===== config.mk =====
export PLATFORM = sky130hd
export DESIGN_NAME = epi_ext_irq
export DESIGN_NICKNAME = d
export VERILOG_FILES = /design/src/rtl/epi_pkg.sv /design/src/rtl/epi_sync.sv /design/src/rtl/epi_sense_detect.sv /design/src/rtl/epi_ext_irq.sv
export SDC_FILE = /design/constraint.sdc
export NUM_CORES = 1
export LEC_CHECK = 0
export BUFFER_PORTS_ARGS = -buffer_cell sky130_fd_sc_hd__buf_2
export CORE_ASPECT_RATIO = 0.75
export CORE_MARGIN = 2
export CORE_UTILIZATION = 43
export DETAILED_ROUTE_END_ITERATION = 8
export PLACE_DENSITY = 0.69
export SYNTH_ARGS = -nofsm -noshare
export SYNTH_HDL_FRONTEND = slang
export SYNTH_SLANG_ARGS = --single-unit
export TNS_END_PERCENT = 20

===== constraint.sdc =====
create_clock -name clk_sys -period 1.78 [get_ports clk_sys]
set_clock_uncertainty 0.15 [all_clocks]
set_input_delay 0.356 -clock clk_sys [delete_from_list [all_inputs] [get_ports clk_sys]]
set_output_delay 0.356 -clock clk_sys [all_outputs]
set_load 0.01 [all_outputs]

===== src/rtl/epi_pkg.sv =====
package epi_pkg;

  // ==========================================================================
  // Bus widths and register map.
  // ==========================================================================
  localparam int          ADDR_W         = 8;
  localparam int          DATA_W         = 8;
  localparam int          PC_W           = 8;
  localparam logic [7:0]  OFS_SENSE      = 8'h00;
  localparam logic [7:0]  OFS_MASK       = 8'h04;
  localparam logic [7:0]  OFS_FLAGS      = 8'h08;
  localparam logic [7:0]  OFS_PC_MASK    = 8'h0C;
  localparam logic [7:0]  OFS_PIN_STATE  = 8'h10;
  localparam logic [7:0]  OFS_PC_STATE   = 8'h14;

  // ==========================================================================
  // Field positions.
  // ==========================================================================
  localparam int          SENSE0_LO      = 0;
  localparam int          SENSE0_HI      = 1;
  localparam int          SENSE1_LO      = 2;
  localparam int          SENSE1_HI      = 3;
  localparam int          BIT_IRQ1       = 7;
  localparam int          BIT_IRQ0       = 6;
  localparam int          BIT_PC         = 5;
  localparam int          PIN_BIT_IRQ0   = 0;
  localparam int          PIN_BIT_IRQ1   = 1;

  // ==========================================================================
  // Reset values and implemented-bit masks.
  // ==========================================================================
  localparam logic [7:0]  SENSE_RESET    = 8'h00;
  localparam logic [7:0]  MASK_RESET     = 8'h00;
  localparam logic [7:0]  FLAGS_RESET    = 8'h00;
  localparam logic [7:0]  PC_MASK_RESET  = 8'h00;
  localparam logic [7:0]  MASK_IMPL      = 8'hE0;
  localparam logic [7:0]  FLAGS_IMPL     = 8'hE0;

  // ==========================================================================
  // Timing.
  // ==========================================================================
  localparam int          SYNC_STAGES    = 2;

  // Order of the members matches the two-bit sense field encoding.
  typedef enum logic [1:0] {
    EPI_SENSE_LOW,
    EPI_SENSE_ANY,
    EPI_SENSE_FALL,
    EPI_SENSE_RISE
  } epi_sense_t;

endpackage


===== src/rtl/epi_sync.sv =====
`timescale 1ns/10ps
`default_nettype none
module epi_sync #(
  parameter int WIDTH = 1
) (
  // Clock and reset.
  input  wire logic             clk_sys,
  input  wire logic             rst,
  // Asynchronous inputs and their synchronised copy.
  input  wire logic [WIDTH-1:0] async_in,
  output logic      [WIDTH-1:0] sync_out
);

  // ==========================================================================
  // Two-stage synchroniser; the first stage feeds only the second.
  // ==========================================================================
  logic [WIDTH-1:0] meta_reg;
  logic [WIDTH-1:0] sync_reg;

  always_ff @(posedge clk_sys) begin
    if (rst) begin
      meta_reg <= '0;
      sync_reg <= '0;
    end else begin
      meta_reg <= async_in;
      sync_reg <= meta_reg;
    end
  end

  assign sync_out = sync_reg;

endmodule
`default_nettype wire


===== src/rtl/epi_sense_detect.sv =====
`timescale 1ns/10ps
`default_nettype none
module epi_sense_detect (
  // Clock and reset.
  input  wire logic              clk_sys,
  input  wire logic              rst,
  // Synchronised pin and selected sense mode.
  input  wire logic              pin_sync,
  input  wire epi_pkg::epi_sense_t sense,
  // One-cycle trigger for the edge and change modes.
  output logic                   trig_pulse
);

  // ==========================================================================
  // Edge detection on the sampled pin.
  // ==========================================================================
  logic                          prev_reg;
  logic [epi_pkg::SYNC_STAGES:0] arm_reg;
  logic                          armed;
  logic                          rise;
  logic                          fall;

  // The synchroniser shows its reset zero for a few cycles after release, so
  // the detector stays blind until the history holds a real pin sample; a
  // pin that is already high at release must not look like a rising edge.
  always_ff @(posedge clk_sys) begin
    if (rst) begin
      prev_reg <= 1'b0;
      arm_reg  <= '0;
    end else begin
      prev_reg <= pin_sync;
      arm_reg  <= {arm_reg[epi_pkg::SYNC_STAGES-1:0], 1'b1};
    end
  end

  assign armed = arm_reg[epi_pkg::SYNC_STAGES];
  assign rise  = armed & pin_sync & ~prev_reg;
  assign fall  = armed & ~pin_sync & prev_reg;

  always_comb begin
    unique case (sense)
      epi_pkg::EPI_SENSE_LOW:  trig_pulse = 1'b0;
      epi_pkg::EPI_SENSE_ANY:  trig_pulse = rise | fall;
      epi_pkg::EPI_SENSE_FALL: trig_pulse = fall;
      epi_pkg::EPI_SENSE_RISE: trig_pulse = rise;
    endcase
  end

endmodule
`default_nettype wire


===== src/rtl/epi_ext_irq.sv =====
// Overview of operation
// - Pins trigger requests even when driven as outputs.
// - Any enabled pin-change input toggle raises request.
// - Pin-change wake detection works without the clock.
// - Irq1 sense bits 3:2 select level/any/fall/rise.
// - Irq0 sense bits 1:0 use the same encoding.
// - Low level requests continuously while pin low.
// - Edge and change detection run on the clock.
// - Low-level wake detection is asynchronous.
// - Vanished wake level wakes but requests nothing.
// - Pin sampled first; longer pulses always detected.
// - Irq1 enable bit 7 gated by global enable.
// - Irq0 enable bit 6 gated by global enable.
// - Pin-change enable bit 5 gated by global enable.
// - Flag bit 7 sets on irq1 trigger, clears.
// - Flag bit 6 sets on irq0 trigger, clears.
// - Flag held clear while in low-level mode.
// - Flag bit 5 sets on masked pin change.
// - Pin-change mask bits enable individual pins.
// - Set flag plus enables requests the vector.
`timescale 1ns/10ps
`default_nettype none
module epi_ext_irq (
  // Clock and reset.
  input  wire logic                        clk_sys,
  input  wire logic                        rst,
  // Register port.
  input  wire logic [epi_pkg::ADDR_W-1:0]  reg_addr,
  input  wire logic [epi_pkg::DATA_W-1:0]  reg_wdata,
  input  wire logic                        reg_wr,
  input  wire logic                        reg_rd,
  output logic      [epi_pkg::DATA_W-1:0]  reg_rdata,
  // External pins, read back from the pad whatever its direction.
  input  wire logic                        ext_irq0_line,
  input  wire logic                        ext_irq1_line,
  input  wire logic [epi_pkg::PC_W-1:0]    pin_change_group_low,
  // CPU side.
  input  wire logic                        global_irq_enable,
  input  wire logic                        irq0_vector_taken,
  input  wire logic                        irq1_vector_taken,
  input  wire logic                        pin_change_vector_taken,
  output logic                             irq0_request,
  output logic                             irq1_request,
  output logic                             pin_change_request_a,
  // Asynchronous wake-up toward the sleep controller.
  output logic                             wake_request
);

  // ==========================================================================
  // Register address decode.
  // ==========================================================================
  function automatic logic addr_hit(input logic [epi_pkg::ADDR_W-1:0] addr,
                                    input logic [epi_pkg::ADDR_W-1:0] ofs);
    addr_hit = (addr == ofs);
  endfunction

  logic wr_sense;
  logic wr_mask;
  logic wr_flags;
  logic wr_pc_mask;

  assign wr_sense   = reg_wr & addr_hit(reg_addr, epi_pkg::OFS_SENSE);
  assign wr_mask    = reg_wr & addr_hit(reg_addr, epi_pkg::OFS_MASK);
  assign wr_flags   = reg_wr & addr_hit(reg_addr, epi_pkg::OFS_FLAGS);
  assign wr_pc_mask = reg_wr & addr_hit(reg_addr, epi_pkg::OFS_PC_MASK);

  // ==========================================================================
  // Software registers.
  // ==========================================================================
  logic [7:0] mcu_control_sense_reg;
  logic [7:0] general_irq_mask_reg;
  logic [7:0] pin_change_mask_reg;

  // Bits above the sense fields are stored for the rest of the chip.
  always_ff @(posedge clk_sys) begin
    if (rst) begin
      mcu_control_sense_reg <= epi_pkg::SENSE_RESET;
    end else if (wr_sense) begin
      mcu_control_sense_reg <= reg_wdata;
    end
  end

  always_ff @(posedge clk_sys) begin
    if (rst) begin
      general_irq_mask_reg <= epi_pkg::MASK_RESET;
    end else if (wr_mask) begin
      general_irq_mask_reg <= reg_wdata & epi_pkg::MASK_IMPL;
    end
  end

  always_ff @(posedge clk_sys) begin
    if (rst) begin
      pin_change_mask_reg <= epi_pkg::PC_MASK_RESET;
    end else if (wr_pc_mask) begin
      pin_change_mask_reg <= reg_wdata;
    end
  end

  // ==========================================================================
  // Sense mode decode.
  // ==========================================================================
  epi_pkg::epi_sense_t sense0;
  epi_pkg::epi_sense_t sense1;
  logic                level0_mode;
  logic                level1_mode;
  logic                en_irq0;
  logic                en_irq1;
  logic                en_pc;

  assign sense0 = epi_pkg::epi_sense_t'({mcu_control_sense_reg[epi_pkg::SENSE0_HI],
                                         mcu_control_sense_reg[epi_pkg::SENSE0_LO]});
  assign sense1 = epi_pkg::epi_sense_t'({mcu_control_sense_reg[epi_pkg::SENSE1_HI],
                                         mcu_control_sense_reg[epi_pkg::SENSE1_LO]});
  assign level0_mode = (sense0 == epi_pkg::EPI_SENSE_LOW);
  assign level1_mode = (sense1 == epi_pkg::EPI_SENSE_LOW);
  assign en_irq0 = general_irq_mask_reg[epi_pkg::BIT_IRQ0];
  assign en_irq1 = general_irq_mask_reg[epi_pkg::BIT_IRQ1];
  assign en_pc   = general_irq_mask_reg[epi_pkg::BIT_PC];

  // ==========================================================================
  // Pin sampling.
  // ==========================================================================
  // The pad level is used as is, so software driving the pin as an output
  // can raise its own interrupt.
  logic [1:0]              ext_sync;
  logic [epi_pkg::PC_W-1:0] pc_sync;

  epi_sync #(
    .WIDTH    (2)
  ) u_ext_sync (
    .clk_sys  (clk_sys),
    .rst      (rst),
    .async_in ({ext_irq1_line, ext_irq0_line}),
    .sync_out (ext_sync)
  );

  epi_sync #(
    .WIDTH    (epi_pkg::PC_W)
  ) u_pc_sync (
    .clk_sys  (clk_sys),
    .rst      (rst),
    .async_in (pin_change_group_low),
    .sync_out (pc_sync)
  );

  // ==========================================================================
  // Edge and change detection on the clock.
  // ==========================================================================
  logic trig0;
  logic trig1;

  epi_sense_detect u_det0 (
    .clk_sys    (clk_sys),
    .rst        (rst),
    .pin_sync   (ext_sync[0]),
    .sense      (sense0),
    .trig_pulse (trig0)
  );

  epi_sense_detect u_det1 (
    .clk_sys    (clk_sys),
    .rst        (rst),
    .pin_sync   (ext_sync[1]),
    .sense      (sense1),
    .trig_pulse (trig1)
  );

  // ==========================================================================
  // Pin-change detection.
  // ==========================================================================
  logic [epi_pkg::PC_W-1:0]      pc_prev_reg;
  logic [epi_pkg::SYNC_STAGES:0] pc_arm_reg;
  logic                          pc_armed;
  logic [epi_pkg::PC_W-1:0]      pc_toggled;
  logic                          pc_trig;

  // Blind until the history holds real pin samples, so pins that are high
  // at release do not count as a change.
  always_ff @(posedge clk_sys) begin
    if (rst) begin
      pc_prev_reg <= '0;
      pc_arm_reg  <= '0;
    end else begin
      pc_prev_reg <= pc_sync;
      pc_arm_reg  <= {pc_arm_reg[epi_pkg::SYNC_STAGES-1:0], 1'b1};
    end
  end

  assign pc_armed = pc_arm_reg[epi_pkg::SYNC_STAGES];

  genvar gi;
  generate
    for (gi = 0; gi < epi_pkg::PC_W; gi++) begin : g_pc
      assign pc_toggled[gi] = pc_armed & (pc_sync[gi] ^ pc_prev_reg[gi])
                              & pin_change_mask_reg[gi];
    end
  endgenerate

  assign pc_trig = |pc_toggled;

  // ==========================================================================
  // Flags.
  // ==========================================================================
  // A trigger in the cycle of a clear keeps the flag, so no event is lost.
  logic [7:0] external_irq_flags_reg;
  logic [7:0] flag_set;
  logic [7:0] flag_clr;
  logic [7:0] flag_hold_clear;

  always_comb begin
    flag_set                       = 8'h00;
    flag_set[epi_pkg::BIT_IRQ1]    = trig1;
    flag_set[epi_pkg::BIT_IRQ0]    = trig0;
    flag_set[epi_pkg::BIT_PC]      = pc_trig;
    flag_clr                       = wr_flags ? reg_wdata : 8'h00;
    flag_clr[epi_pkg::BIT_IRQ1]    = flag_clr[epi_pkg::BIT_IRQ1] | irq1_vector_taken;
    flag_clr[epi_pkg::BIT_IRQ0]    = flag_clr[epi_pkg::BIT_IRQ0] | irq0_vector_taken;
    flag_clr[epi_pkg::BIT_PC]      = flag_clr[epi_pkg::BIT_PC] | pin_change_vector_taken;
    flag_hold_clear                = 8'h00;
    flag_hold_clear[epi_pkg::BIT_IRQ1] = level1_mode;
    flag_hold_clear[epi_pkg::BIT_IRQ0] = level0_mode;
  end

  always_ff @(posedge clk_sys) begin
    if (rst) begin
      external_irq_flags_reg <= epi_pkg::FLAGS_RESET;
    end else begin
      external_irq_flags_reg <= ((external_irq_flags_reg & ~flag_clr) | flag_set)
                                & ~flag_hold_clear & epi_pkg::FLAGS_IMPL;
    end
  end

  // ==========================================================================
  // Requests toward the CPU.
  // ==========================================================================
  // In low-level mode the request follows the sampled pin and nothing is
  // latched: a level that is gone before the core looks produces nothing.
  logic level0_active;
  logic level1_active;

  assign level0_active = level0_mode & ~ext_sync[0];
  assign level1_active = level1_mode & ~ext_sync[1];

  always_ff @(posedge clk_sys) begin
    if (rst) begin
      irq0_request         <= 1'b0;
      irq1_request         <= 1'b0;
      pin_change_request_a <= 1'b0;
    end else begin
      irq0_request         <= global_irq_enable & en_irq0
                              & (level0_active
                                 | external_irq_flags_reg[epi_pkg::BIT_IRQ0]);
      irq1_request         <= global_irq_enable & en_irq1
                              & (level1_active
                                 | external_irq_flags_reg[epi_pkg::BIT_IRQ1]);
      pin_change_request_a <= global_irq_enable & en_pc
                              & external_irq_flags_reg[epi_pkg::BIT_PC];
    end
  end

  // ==========================================================================
  // Asynchronous wake-up.
  // ==========================================================================
  // This path reads the raw pads on purpose: with the clock stopped it is
  // the only thing that can notice activity. It is meant for the sleep
  // controller only and may glitch; nothing in this block samples it.
  logic [epi_pkg::PC_W-1:0] pc_raw_diff;

  assign pc_raw_diff  = (pin_change_group_low ^ pc_prev_reg) & pin_change_mask_reg;
  assign wake_request = (en_pc & (|pc_raw_diff))
                        | (en_irq0 & level0_mode & ~ext_irq0_line)
                        | (en_irq1 & level1_mode & ~ext_irq1_line);

  // ==========================================================================
  // Read-back.
  // ==========================================================================
  logic [7:0] rd_value;
  logic [7:0] pin_state;

  always_comb begin
    pin_state                        = 8'h00;
    pin_state[epi_pkg::PIN_BIT_IRQ0] = ext_sync[0];
    pin_state[epi_pkg::PIN_BIT_IRQ1] = ext_sync[1];
    rd_value                         = 8'h00;
    if (addr_hit(reg_addr, epi_pkg::OFS_SENSE)) begin
      rd_value = mcu_control_sense_reg;
    end else if (addr_hit(reg_addr, epi_pkg::OFS_MASK)) begin
      rd_value = general_irq_mask_reg;
    end else if (addr_hit(reg_addr, epi_pkg::OFS_FLAGS)) begin
      rd_value = external_irq_flags_reg;
    end else if (addr_hit(reg_addr, epi_pkg::OFS_PC_MASK)) begin
      rd_value = pin_change_mask_reg;
    end else if (addr_hit(reg_addr, epi_pkg::OFS_PIN_STATE)) begin
      rd_value = pin_state;
    end else if (addr_hit(reg_addr, epi_pkg::OFS_PC_STATE)) begin
      rd_value = pc_sync;
    end
  end

  // Read data stand in the cycle after each cycle of reg_rd and are zero otherwise.
  always_ff @(posedge clk_sys) begin
    if (rst) begin
      reg_rdata <= 8'h00;
    end else begin
      reg_rdata <= reg_rd ? rd_value : 8'h00;
    end
  end

endmodule
`default_nettype wire


==> qor.yml, run 1 <==
status:
  run_status: "finished with violations"
  violations: "negative setup slack"
setup_path:
  cp_max_fo: 2
  crit_path_end: "wake_request"
  cp-startpoint: "pc_prev_reg[6]$_SDFF_PP0_"
  required_ns: 1.27
  r2r-start: "pc_prev_reg[7]$_SDFF_PP0_"
  crit_chain: "xor2_1, a22oi_2, nand4_1, a221o_1, buf_2"
  cp_num_cells: 5
  critPathArrivalTime_ns: 1.65
  start_kind: "flip-flop"
  crit_family: "compound AO/OA/AOI/OAI gates"
  cp_slowest_cell: "dfxtp_2"
  path_class: "reg2out"
  slowest_delay_ns: 0.33
  r2r_cells: 5
  cp-end-kind: "primary output"
  cp_num_buf_inv: 1
  r2r_slack_ns: 0.29
  r2r-end: "external_irq_flags_reg[5]$_SDFF_PP0_"
grt:
  grt_util_met1: 0.302
  use_met3: 0.0633
  grt_max_degree: 31
  grt_usage: 0.209
  grt_pass1_vias: 2008
  grt_use_met2: 0.281
  overflow: 0
  grt-busiest-layer: "met1"
  antenna_found_initial: 0
  grt_first_pass_wirelength_mm: 10.5
synth:
  yosysWarningCount: 0
  synth-seq-area-share: 0.498
  synth_top_area_cell: "dfxtp_1"
  synth.cell_area_um2: 2650
  synth_flop_cell: "dfxtp_1"
  synth-seq-cells: 66
  synth_cell_type_count: 38
  synth_edf_count: 0
  yosys-top-cells-count: "dfxtp_1 (66), nor2b_1 (35), mux2i_1 (19), nand2_1 (18)"
  synth_nets: 303
  synthMostInstantiatedCell: "dfxtp_1"
  postSynthCellCount: 269
  synth_area_leaders: "dfxtp_1 (50%), nor2b_1 (8.3%), mux2i_1 (7.2%), xor2_1 (5.3%), a21oi_1 (2.8%)"
  synth.avg_cell_area_um2: 9.86
  synth_top_area_share: 0.498
  synthArstFlopShare: 0
floorplanning:
  coreArea_um2: 5890
  start_util: 0.451
  rows: 24
  fp.dieH_um: 72.0
  die_area_um2: 6820
  die_x_um: 94.7
  io_pins: 46
clocking:
  h-tree-depth: 3
  clk_latency_ns: 0.34
  root_buffer: "clkbuf_8"
  cts_made_buffers: 9
  clk_pin_slew_ns: 0.07
  post_cts_buffers: 0
  cts_tree: "built"
  clock-sinks: 66
  clock_path_buffers: 2
placement:
  io_buffers: 45
  place_area_um2: 3080
  gp_congestion: 0.916
  hpwl_mm: 4.86
  dp_cells: 400
drt:
  vias_per_cell: 5.22
  drt_wl_total_mm: 6.50
  vias: 2166
  route.detailed.drc: 0
  drt_iter0_markers: 150
  wl_per_cell_um: 15.7
  drt-pass1-iter-count: 5
  ant_nets: 0
final_layout:
  fin_nets: 367
  diodes: 0
  drive_gt1_frac: 0.270
  finalInstanceArea_um2: 3260
  fin_util: 0.555
  fin_cells: 415
  syn_to_final_growth_pct: 23.1
sta:
  period_share: 1.21
  fmax_mhz: 465
  rsz0062_at_grt: "yes"
  relSlewSlack: 0.772
  hold_violations: 0
  setup_viol: 1
  layout_setup_ws_ns: -0.372
  hold_slack_ns: 0.0890
  period_needed_ns: 2.15
  tightestPinTransition_ns: 0.342
  slew_viol_final: 0
job:
  max-cap-violations: 0
power:
  p_total_mw: 2.82
  p_per_area_nw_per_um2: 864
  ir_worst_vdd_v: 0.000464
  leakage_nw: 1.46
worst_hold_path:
  min_path_type: "in2reg"
  hold_depth: 2
==> metrics by stage <==
step	setup TNS, ns	setup slack, ns
floorplan	0	0.0135
global placement	-1.65	-0.241
detailed placement	-2.45	-0.262
CTS	-0.403	-0.403
global route	-0.411	-0.411
finish	-0.372	-0.372
==> power by group <==
part / internal (mW) / switching, mW / total, mW
registers: 1.51 / 0.0177 / 1.53
clock network: 0.572 / 0.538 / 1.11
logic: 0.0815 / 0.102 / 0.184
==> cells by family (layout without fill, tap and decap cells) <==
logic type	after synthesis	after routing	synth area share
DFF	66	66	0.498
buffers and inverters	16	84	0.0259
and+or+nand+nor	109	109	0.238
muxes	19	19	0.0717
AOI/OAI and AO/OA	43	43	0.113
xor gates and xnor gates	16	16	0.0528
==> per-layer routing <==
metal	vias to the layer above	part of all wire
li1	1072	-
met1	1007	0.50
met2	72	0.41
met3	15	0.065
met4	0	0.026
met5	-	0
==> cells in the final DEF (no fill, tap or decap), types with 2 or more instances in the layout <==
master | synthesis | final
a211oi_1 | 3 | 3
a21oi_1 | 15 | 15
a22o_1 | 3 | 3
a22oi_1 | 8 | 7
a32oi_1 | 3 | 3
and2_1 | 2 | 2
buf_2 | 1 | 45
buf_4 | 2 | 23
clkbuf_1 | 12 | 2
clkbuf_8 | 0 | 11
dfxtp_1 | 66 | 62
dfxtp_2 | 0 | 4
mux2i_1 | 19 | 19
nand2_1 | 18 | 18
nand2b_1 | 4 | 4
nand3_1 | 8 | 8
nand4_1 | 9 | 9
nand4b_1 | 2 | 2
nor2_1 | 16 | 16
nor2b_1 | 35 | 35
nor3_1 | 2 | 2
nor3b_1 | 3 | 3
nor4b_1 | 2 | 2
o211a_1 | 2 | 2
o21ai_0 | 2 | 2
o2bb2ai_1 | 3 | 3
xor2_1 | 16 | 16
==> worst min-delay path by stage <==
stage / from / end / slack, ns
floorplan: pc_arm_reg[0]$_DFF_P_ / pc_arm_reg[1]$_SDFF_PP0_ / 0.26
global placement: pc_arm_reg[0]$_DFF_P_ / pc_arm_reg[1]$_SDFF_PP0_ / 0.27
detailed placement: pc_arm_reg[0]$_DFF_P_ / pc_arm_reg[1]$_SDFF_PP0_ / 0.27
CTS: ext_irq0_line / u_ext_sync.meta_reg[0]$_SDFF_PP0_ / 0.08
global route: ext_irq0_line / u_ext_sync.meta_reg[0]$_SDFF_PP0_ / 0.09
finish: ext_irq0_line / u_ext_sync.meta_reg[0]$_SDFF_PP0_ / 0.09
==> what timing repair did <==
| item | 4_1_cts | 5_1_grt |
|---|---|---|
| resized for setup | 4 | 1 |
| setup endpoints to repair | 1 | 1 |
| cloned | 0 | 0 |
| hold buffers | 0 | 0 |
| pin swaps | 8 | 3 |
==> area by class of cell <==
cell class / instances / area [um^2]
multi-input cells: 187 / 1270
clock inverters: 2 / 12.5
fillers: 561 / 2620
well taps: 78 / 97.6
inverters: 1 / 3.75
repair buffers: 68 / 398
flip-flops and latches: 66 / 1330
clock buffers: 13 / 159
Power figures use the tool's default switching activity.
==> inputs of run 2 (changes only) <==
--- a/constraint.sdc
+++ b/constraint.sdc
@@ -3,3 +3,3 @@
 set_input_delay 0.356 -clock clk_sys [delete_from_list [all_inputs] [get_ports clk_sys]]
 set_output_delay 0.356 -clock clk_sys [all_outputs]
-set_load 0.01 [all_outputs]
+set_load 0.02 [all_outputs]
==> qor.yml, run 2 (synthesized netlist as in run 1, its figures left out) <==
clocking:
  clk_latency_ns: 0.34  # about the same
  h-tree-depth: 3  # unchanged
  cts_tree: "built"
  clock-sinks: 66  # unchanged
  cts-hold-fix-buffers: 0  # unchanged
  clock_path_buffers: 2  # unchanged
  clk_pin_slew_ns: 0.06  # about the same
  root_buffer: "clkbuf_8"
  cts_made_buffers: 9  # unchanged
  post_cts_buffers: 0  # unchanged
grt:
  overflow: 0  # unchanged
  grt_usage: 0.208  # -0.000971
  antenna_found_initial: 0  # unchanged
  grt_first_pass_wirelength_mm: 10.4  # -0.66%
  grt_max_degree: 28  # -9.7%
  grt_pass1_vias: 2015  # +0.35%
drt:
  vias_per_cell: 5.35  # +2.6%
  drt_iter0_markers: 160  # +6.7%
  ant_nets: 0  # unchanged
  vias: 2238  # +3.3%
  drt-pass1-iter-count: 6  # +1
  drt_wl_total_mm: 6.74  # +3.6%
  route.detailed.drc: 0  # unchanged
  wl_per_cell_um: 16.1  # +2.9%
setup_path:
  start_kind: "flip-flop"
  cp_max_fo: 2  # unchanged
  required_ns: 1.27  # about the same
  cp-end-kind: "primary output"
  critPathArrivalTime_ns: 1.72  # +0.07 ns
  path_class: "reg2out"
final_layout:
  layout_common_cells: "dfxtp_1 (64), buf_2 (44), nor2b_1 (35)"
  final_common_cell: "dfxtp_1"
  multi_input_area_um2: 1270  # +0.59%
  diodes: 0  # unchanged
  fin_util: 0.568  # +0.0134
  finalInstanceArea_um2: 3340  # +2.4%
  syn_to_final_growth_pct: 26.0
  fin_nets: 370  # +0.82%
  seq_area_um2: 1320  # -0.19%
  nFillCells: 564  # +0.53%
  drive_gt1_frac: 0.276  # +0.00644
worst_hold_path:
  min_path_type: "in2reg"
floorplanning:
  fp.dieH_um: 72.0  # unchanged
  die_area_um2: 6820  # unchanged
  die_x_um: 94.7  # unchanged
  coreArea_um2: 5890  # unchanged
  io_pins: 46  # unchanged
  start_util: 0.451  # unchanged
  rows: 24  # unchanged
sta:
  fmax_mhz: 448  # -3.5%
  period_needed_ns: 2.23  # +0.0775 ns
  hold_violations: 0  # unchanged
  layout_setup_ws_ns: -0.450  # -0.0775 ns
  relSlewSlack: 0.767  # -0.00501
  setup_viol: 1  # unchanged
  tightestPinTransition_ns: 0.349  # +0.00751 ns
  rsz0062_at_grt: "yes"
  slew_viol_final: 0  # unchanged
  period_share: 1.25  # +0.0436
power:
  ir_worst_vdd_v: 0.000467  # +0.58%
  p_per_area_nw_per_um2: 898  # +3.9%
  leakage_nw: 1.51  # +3.0%
placement:
  io_buffers: 45  # unchanged
  gp_congestion: 0.915  # about the same
  hpwl_mm: 4.91  # +1.0%
  place_area_um2: 3120  # +1.1%
job:
  max-cap-violations: 0  # unchanged
status:
  run_status: "finished with violations"
  violations: "negative setup slack"
## run 2: critical path: stages (launching register included)
cell,delay [ns]
dfxtp_2,0.33
xor2_1,0.15
a22oi_2,0.23
nand4_1,0.16
a221o_1,0.38
buf_6,0.14
## run 2: routing by layer
layer  share of wire  vias to the layer above  wire length, um  global-route usage
met4           0.018                        0              119              0.0757
met2            0.42                       93             2830               0.285
li1                -                     1080                -                   -
met5               0                        -                0                   0
met3           0.078                       14              523              0.0789
met1            0.48                     1051             3260               0.298
## run 2: per-stage QoR
step | TNS, ns | power [mW] | hold WS (ns) | cells | worst slack (ns)
finish | -0.450 | 3.00 | 0.102 | 418 | -0.450
global route | -0.480 | 3.11 | 0.104 | 418 | -0.480
CTS | -0.421 | 3.02 | 0.0954 | 418 | -0.421
detailed placement | -2.03 | 1.74 | 0.271 | 403 | -0.279
global placement | -1.67 | 1.74 | 0.267 | 403 | -0.272
floorplan | 0 | 1.65 | 0.264 | 269 | 0.0135
## run 2: repair_timing
item / 4_1_cts / 5_1_grt
resized for setup: 6 / 0
pin swaps: 6 / 0
setup endpoints to repair: 1 / 1
## run 2: report_power, final
part           leakage, nW  internal (mW)  switching (mW)
registers            0.538           1.51          0.0181
clock network        0.106          0.752           0.533
logic                0.862         0.0828           0.107
## run 2: layout make-up
| type | instances | share of cell area |
|---|---|---|
| clock inverters | 2 | 0.0105 |
| repair buffers | 71 | 0.131 |
| flip-flops and latches | 66 | 0.396 |
| well taps | 78 | 0.0292 |
| multi-input cells | 187 | 0.381 |
| inverters | 1 | 0.00112 |
| clock buffers | 13 | 0.0505 |
## run 2: path summary, 6_finish.rpt
path	start	endpoint	slack, ns	cells after the start
max	pc_prev_reg[6]$_SDFF_PP0_	wake_request	-0.45	5
min	pin_change_group_low[5]	u_pc_sync.meta_reg[5]$_SDFF_PP0_	0.10	2
min reg2reg	u_ext_sync.meta_reg[1]$_SDFF_PP0_	u_ext_sync.sync_out[1]$_SDFF_PP0_	0.28	1
max reg2reg	pc_prev_reg[7]$_SDFF_PP0_	external_irq_flags_reg[5]$_SDFF_PP0_	0.27	5
==> inputs of run 3 (changes only) <==
Settings changed: PLACE_DENSITY 0.69 to 0.67.
Clock period 1.78 ns to 2.5 ns, I/O delays scaled along.
==> qor.yml, run 3 (synthesized netlist as in run 1, its figures left out) <==
status:
  run_status: "complete, no violations"
drt:
  drt_wl_total_mm: 6.45  # -4.2%
  drt-pass1-iter-count: 4  # -2
  drt_iter0_markers: 194  # +21%
  route.detailed.drc: 0  # unchanged
  vias_per_cell: 5.16  # -3.6%
  ant_nets: 0  # unchanged
  vias: 2074  # -7.3%
  wl_per_cell_um: 16.0  # -0.43%
final_layout:
  seq_area_um2: 1320  # -0.19%
  diodes: 0  # unchanged
  final_common_cell: "dfxtp_1"
  fin_nets: 353  # -4.6%
  multi_input_area_um2: 1270  # -0.59%
  layout_common_cells: "dfxtp_1 (66), buf_2 (45), nor2b_1 (35)"
  drive_gt1_frac: 0.231  # -0.0450
  fin_util: 0.536  # -0.0321
  nFillCells: 579  # +2.7%
  syn_to_final_growth_pct: 18.9
setup_path:
  path_class: "reg2out"
  critPathArrivalTime_ns: 1.74  # +0.02 ns
  r2r_slack_ns: 1.10  # +0.83 ns
  cp_max_fo: 2  # unchanged
  start_kind: "flip-flop"
  required_ns: 1.85  # +0.58 ns
  r2r_cells: 4  # -1
  r2r-end: "external_irq_flags_reg[5]$_SDFF_PP0_"
  cp-end-kind: "primary output"
  r2r-start: "u_pc_sync.sync_out[7]$_SDFF_PP0_"
sta:
  rsz0062_at_grt: "no"
  slew_viol_final: 0  # unchanged
  fin_setup_tns_ns: 0  # +0.450 ns
  relSlewSlack: 0.607  # -0.160
  setup_viol: 0  # -1
  tightestPinTransition_ns: 0.585  # +0.235 ns
  hold_violations: 0  # unchanged
  fmax_mhz: 418
  period_needed_ns: 2.39
  period_share: 0.957
placement:
  hpwl_mm: 4.73  # -3.8%
  gp_congestion: 0.847  # -7.4%
  io_buffers: 45  # unchanged
clocking:
  clock_path_buffers: 2  # unchanged
  root_buffer: "clkbuf_8"
  cts-hold-fix-buffers: 0  # unchanged
  clk_pin_slew_ns: 0.07  # about the same
  h-tree-depth: 3  # unchanged
  clock-sinks: 66  # unchanged
  clk_latency_ns: 0.35  # about the same
  cts_made_buffers: 9  # unchanged
  cts_tree: "built"
worst_hold_path:
  min_from: "ext_irq0_line"
  hold_end: "u_ext_sync.meta_reg[0]$_SDFF_PP0_"
  hold_depth: 2  # unchanged
  min_path_type: "in2reg"
power:
  p_int_mw: 1.51  # -36%
  power_switching_uw: 490  # -25%
  seq_power_share: 0.544  # +0.035
  p_comb_frac: 0.061  # -0.002
  ir_worst_vdd_v: 0.000308  # -34%
  clock_power_share: 0.394  # -0.034
  p_per_area_nw_per_um2: 633  # -29%
  leakage_nw: 1.39  # -7.8%
  switching_share: 0.245  # +0.0263
  p_total_mw: 2.00  # -33%
floorplanning:
  coreArea_um2: 5890  # unchanged
  die_area_um2: 6820  # unchanged
  start_util: 0.451  # unchanged
  io_pins: 46  # unchanged
  die_x_um: 94.7  # unchanged
  fp.dieH_um: 72.0  # unchanged
  rows: 24  # unchanged
job:
  max-cap-violations: 0  # unchanged
grt:
  grt_max_degree: 25  # -11%
  grt_pass1_vias: 2015  # unchanged
  grt_first_pass_wirelength_mm: 10.1  # -3.1%
  overflow: 0  # unchanged
  grt_usage: 0.202  # -0.00560
  antenna_found_initial: 0  # unchanged
## run 3: power by group through the flow
stage / sequential [mW] / combinational [mW] / clock, mW
2_1_floorplan: 1.11 / 0.0714 / 0
3_3_place_gp: 1.11 / 0.119 / 0
3_5_place_dp: 1.11 / 0.122 / 0
4_1_cts: 1.09 / 0.122 / 0.805
5_1_grt: 1.09 / 0.135 / 0.841
6_report: 1.09 / 0.122 / 0.788
## run 3: worst max-delay path, cell delays in order, from the launching register on
cell and delay [ns]:
dfxtp_1 0.34, xor2_1 0.17, a22oi_2 0.23, nand4_1 0.16
a221o_1 0.33, buf_2 0.16
## run 3: per-stage QoR
step / instances / setup slack [ns] / hold WS [ns] / cell area [um^2]
after floorplan: 269 / 0.570 / 0.264 / 2650
after global placement: 386 / 0.150 / 0.265 / 2980
after detailed placement: 386 / 0.147 / 0.270 / 2980
after CTS: 402 / 0.0246 / 0.218 / 3150
after global routing: 402 / 0.0489 / 0.247 / 3150
final: 402 / 0.106 / 0.230 / 3150
## run 3: what timing repair did
action / in CTS / in global routing
setup buffers: 0 / 0
gates resized for setup: 0 / 1
endpoints found under the setup margin: 0 / 1
## run 3: routing by layer
metal / up-vias / track usage / wire, um
li1: 1043 / - / -
met1: 950 / 0.288 / 3120
met2: 71 / 0.292 / 2720
met3: 10 / 0.0592 / 516
met4: 0 / 0.0773 / 98
met5: - / 0 / 0
## run 3: area by class of cell
cell class	instances	area share
Clock buffer	11	0.0448
Multi-Input combinational cell	187	0.402
Clock inverter	5	0.00952
Inverter	1	0.00119
Tap cell	78	0.0309
Sequential cell	66	0.419
Timing Repair Buffer	54	0.0928
## run 3: worst max-delay path by stage
stage / from / to / slack [ns]
floorplan: pin_change_group_low[2] / wake_request / 0.57
global placement: pin_change_group_low[6] / wake_request / 0.15
detailed placement: pin_change_group_low[6] / wake_request / 0.15
CTS: pc_prev_reg[6]$_SDFF_PP0_ / wake_request / 0.02
global route: pc_prev_reg[6]$_SDFF_PP0_ / wake_request / 0.05
finish: pc_prev_reg[6]$_SDFF_PP0_ / wake_request / 0.11
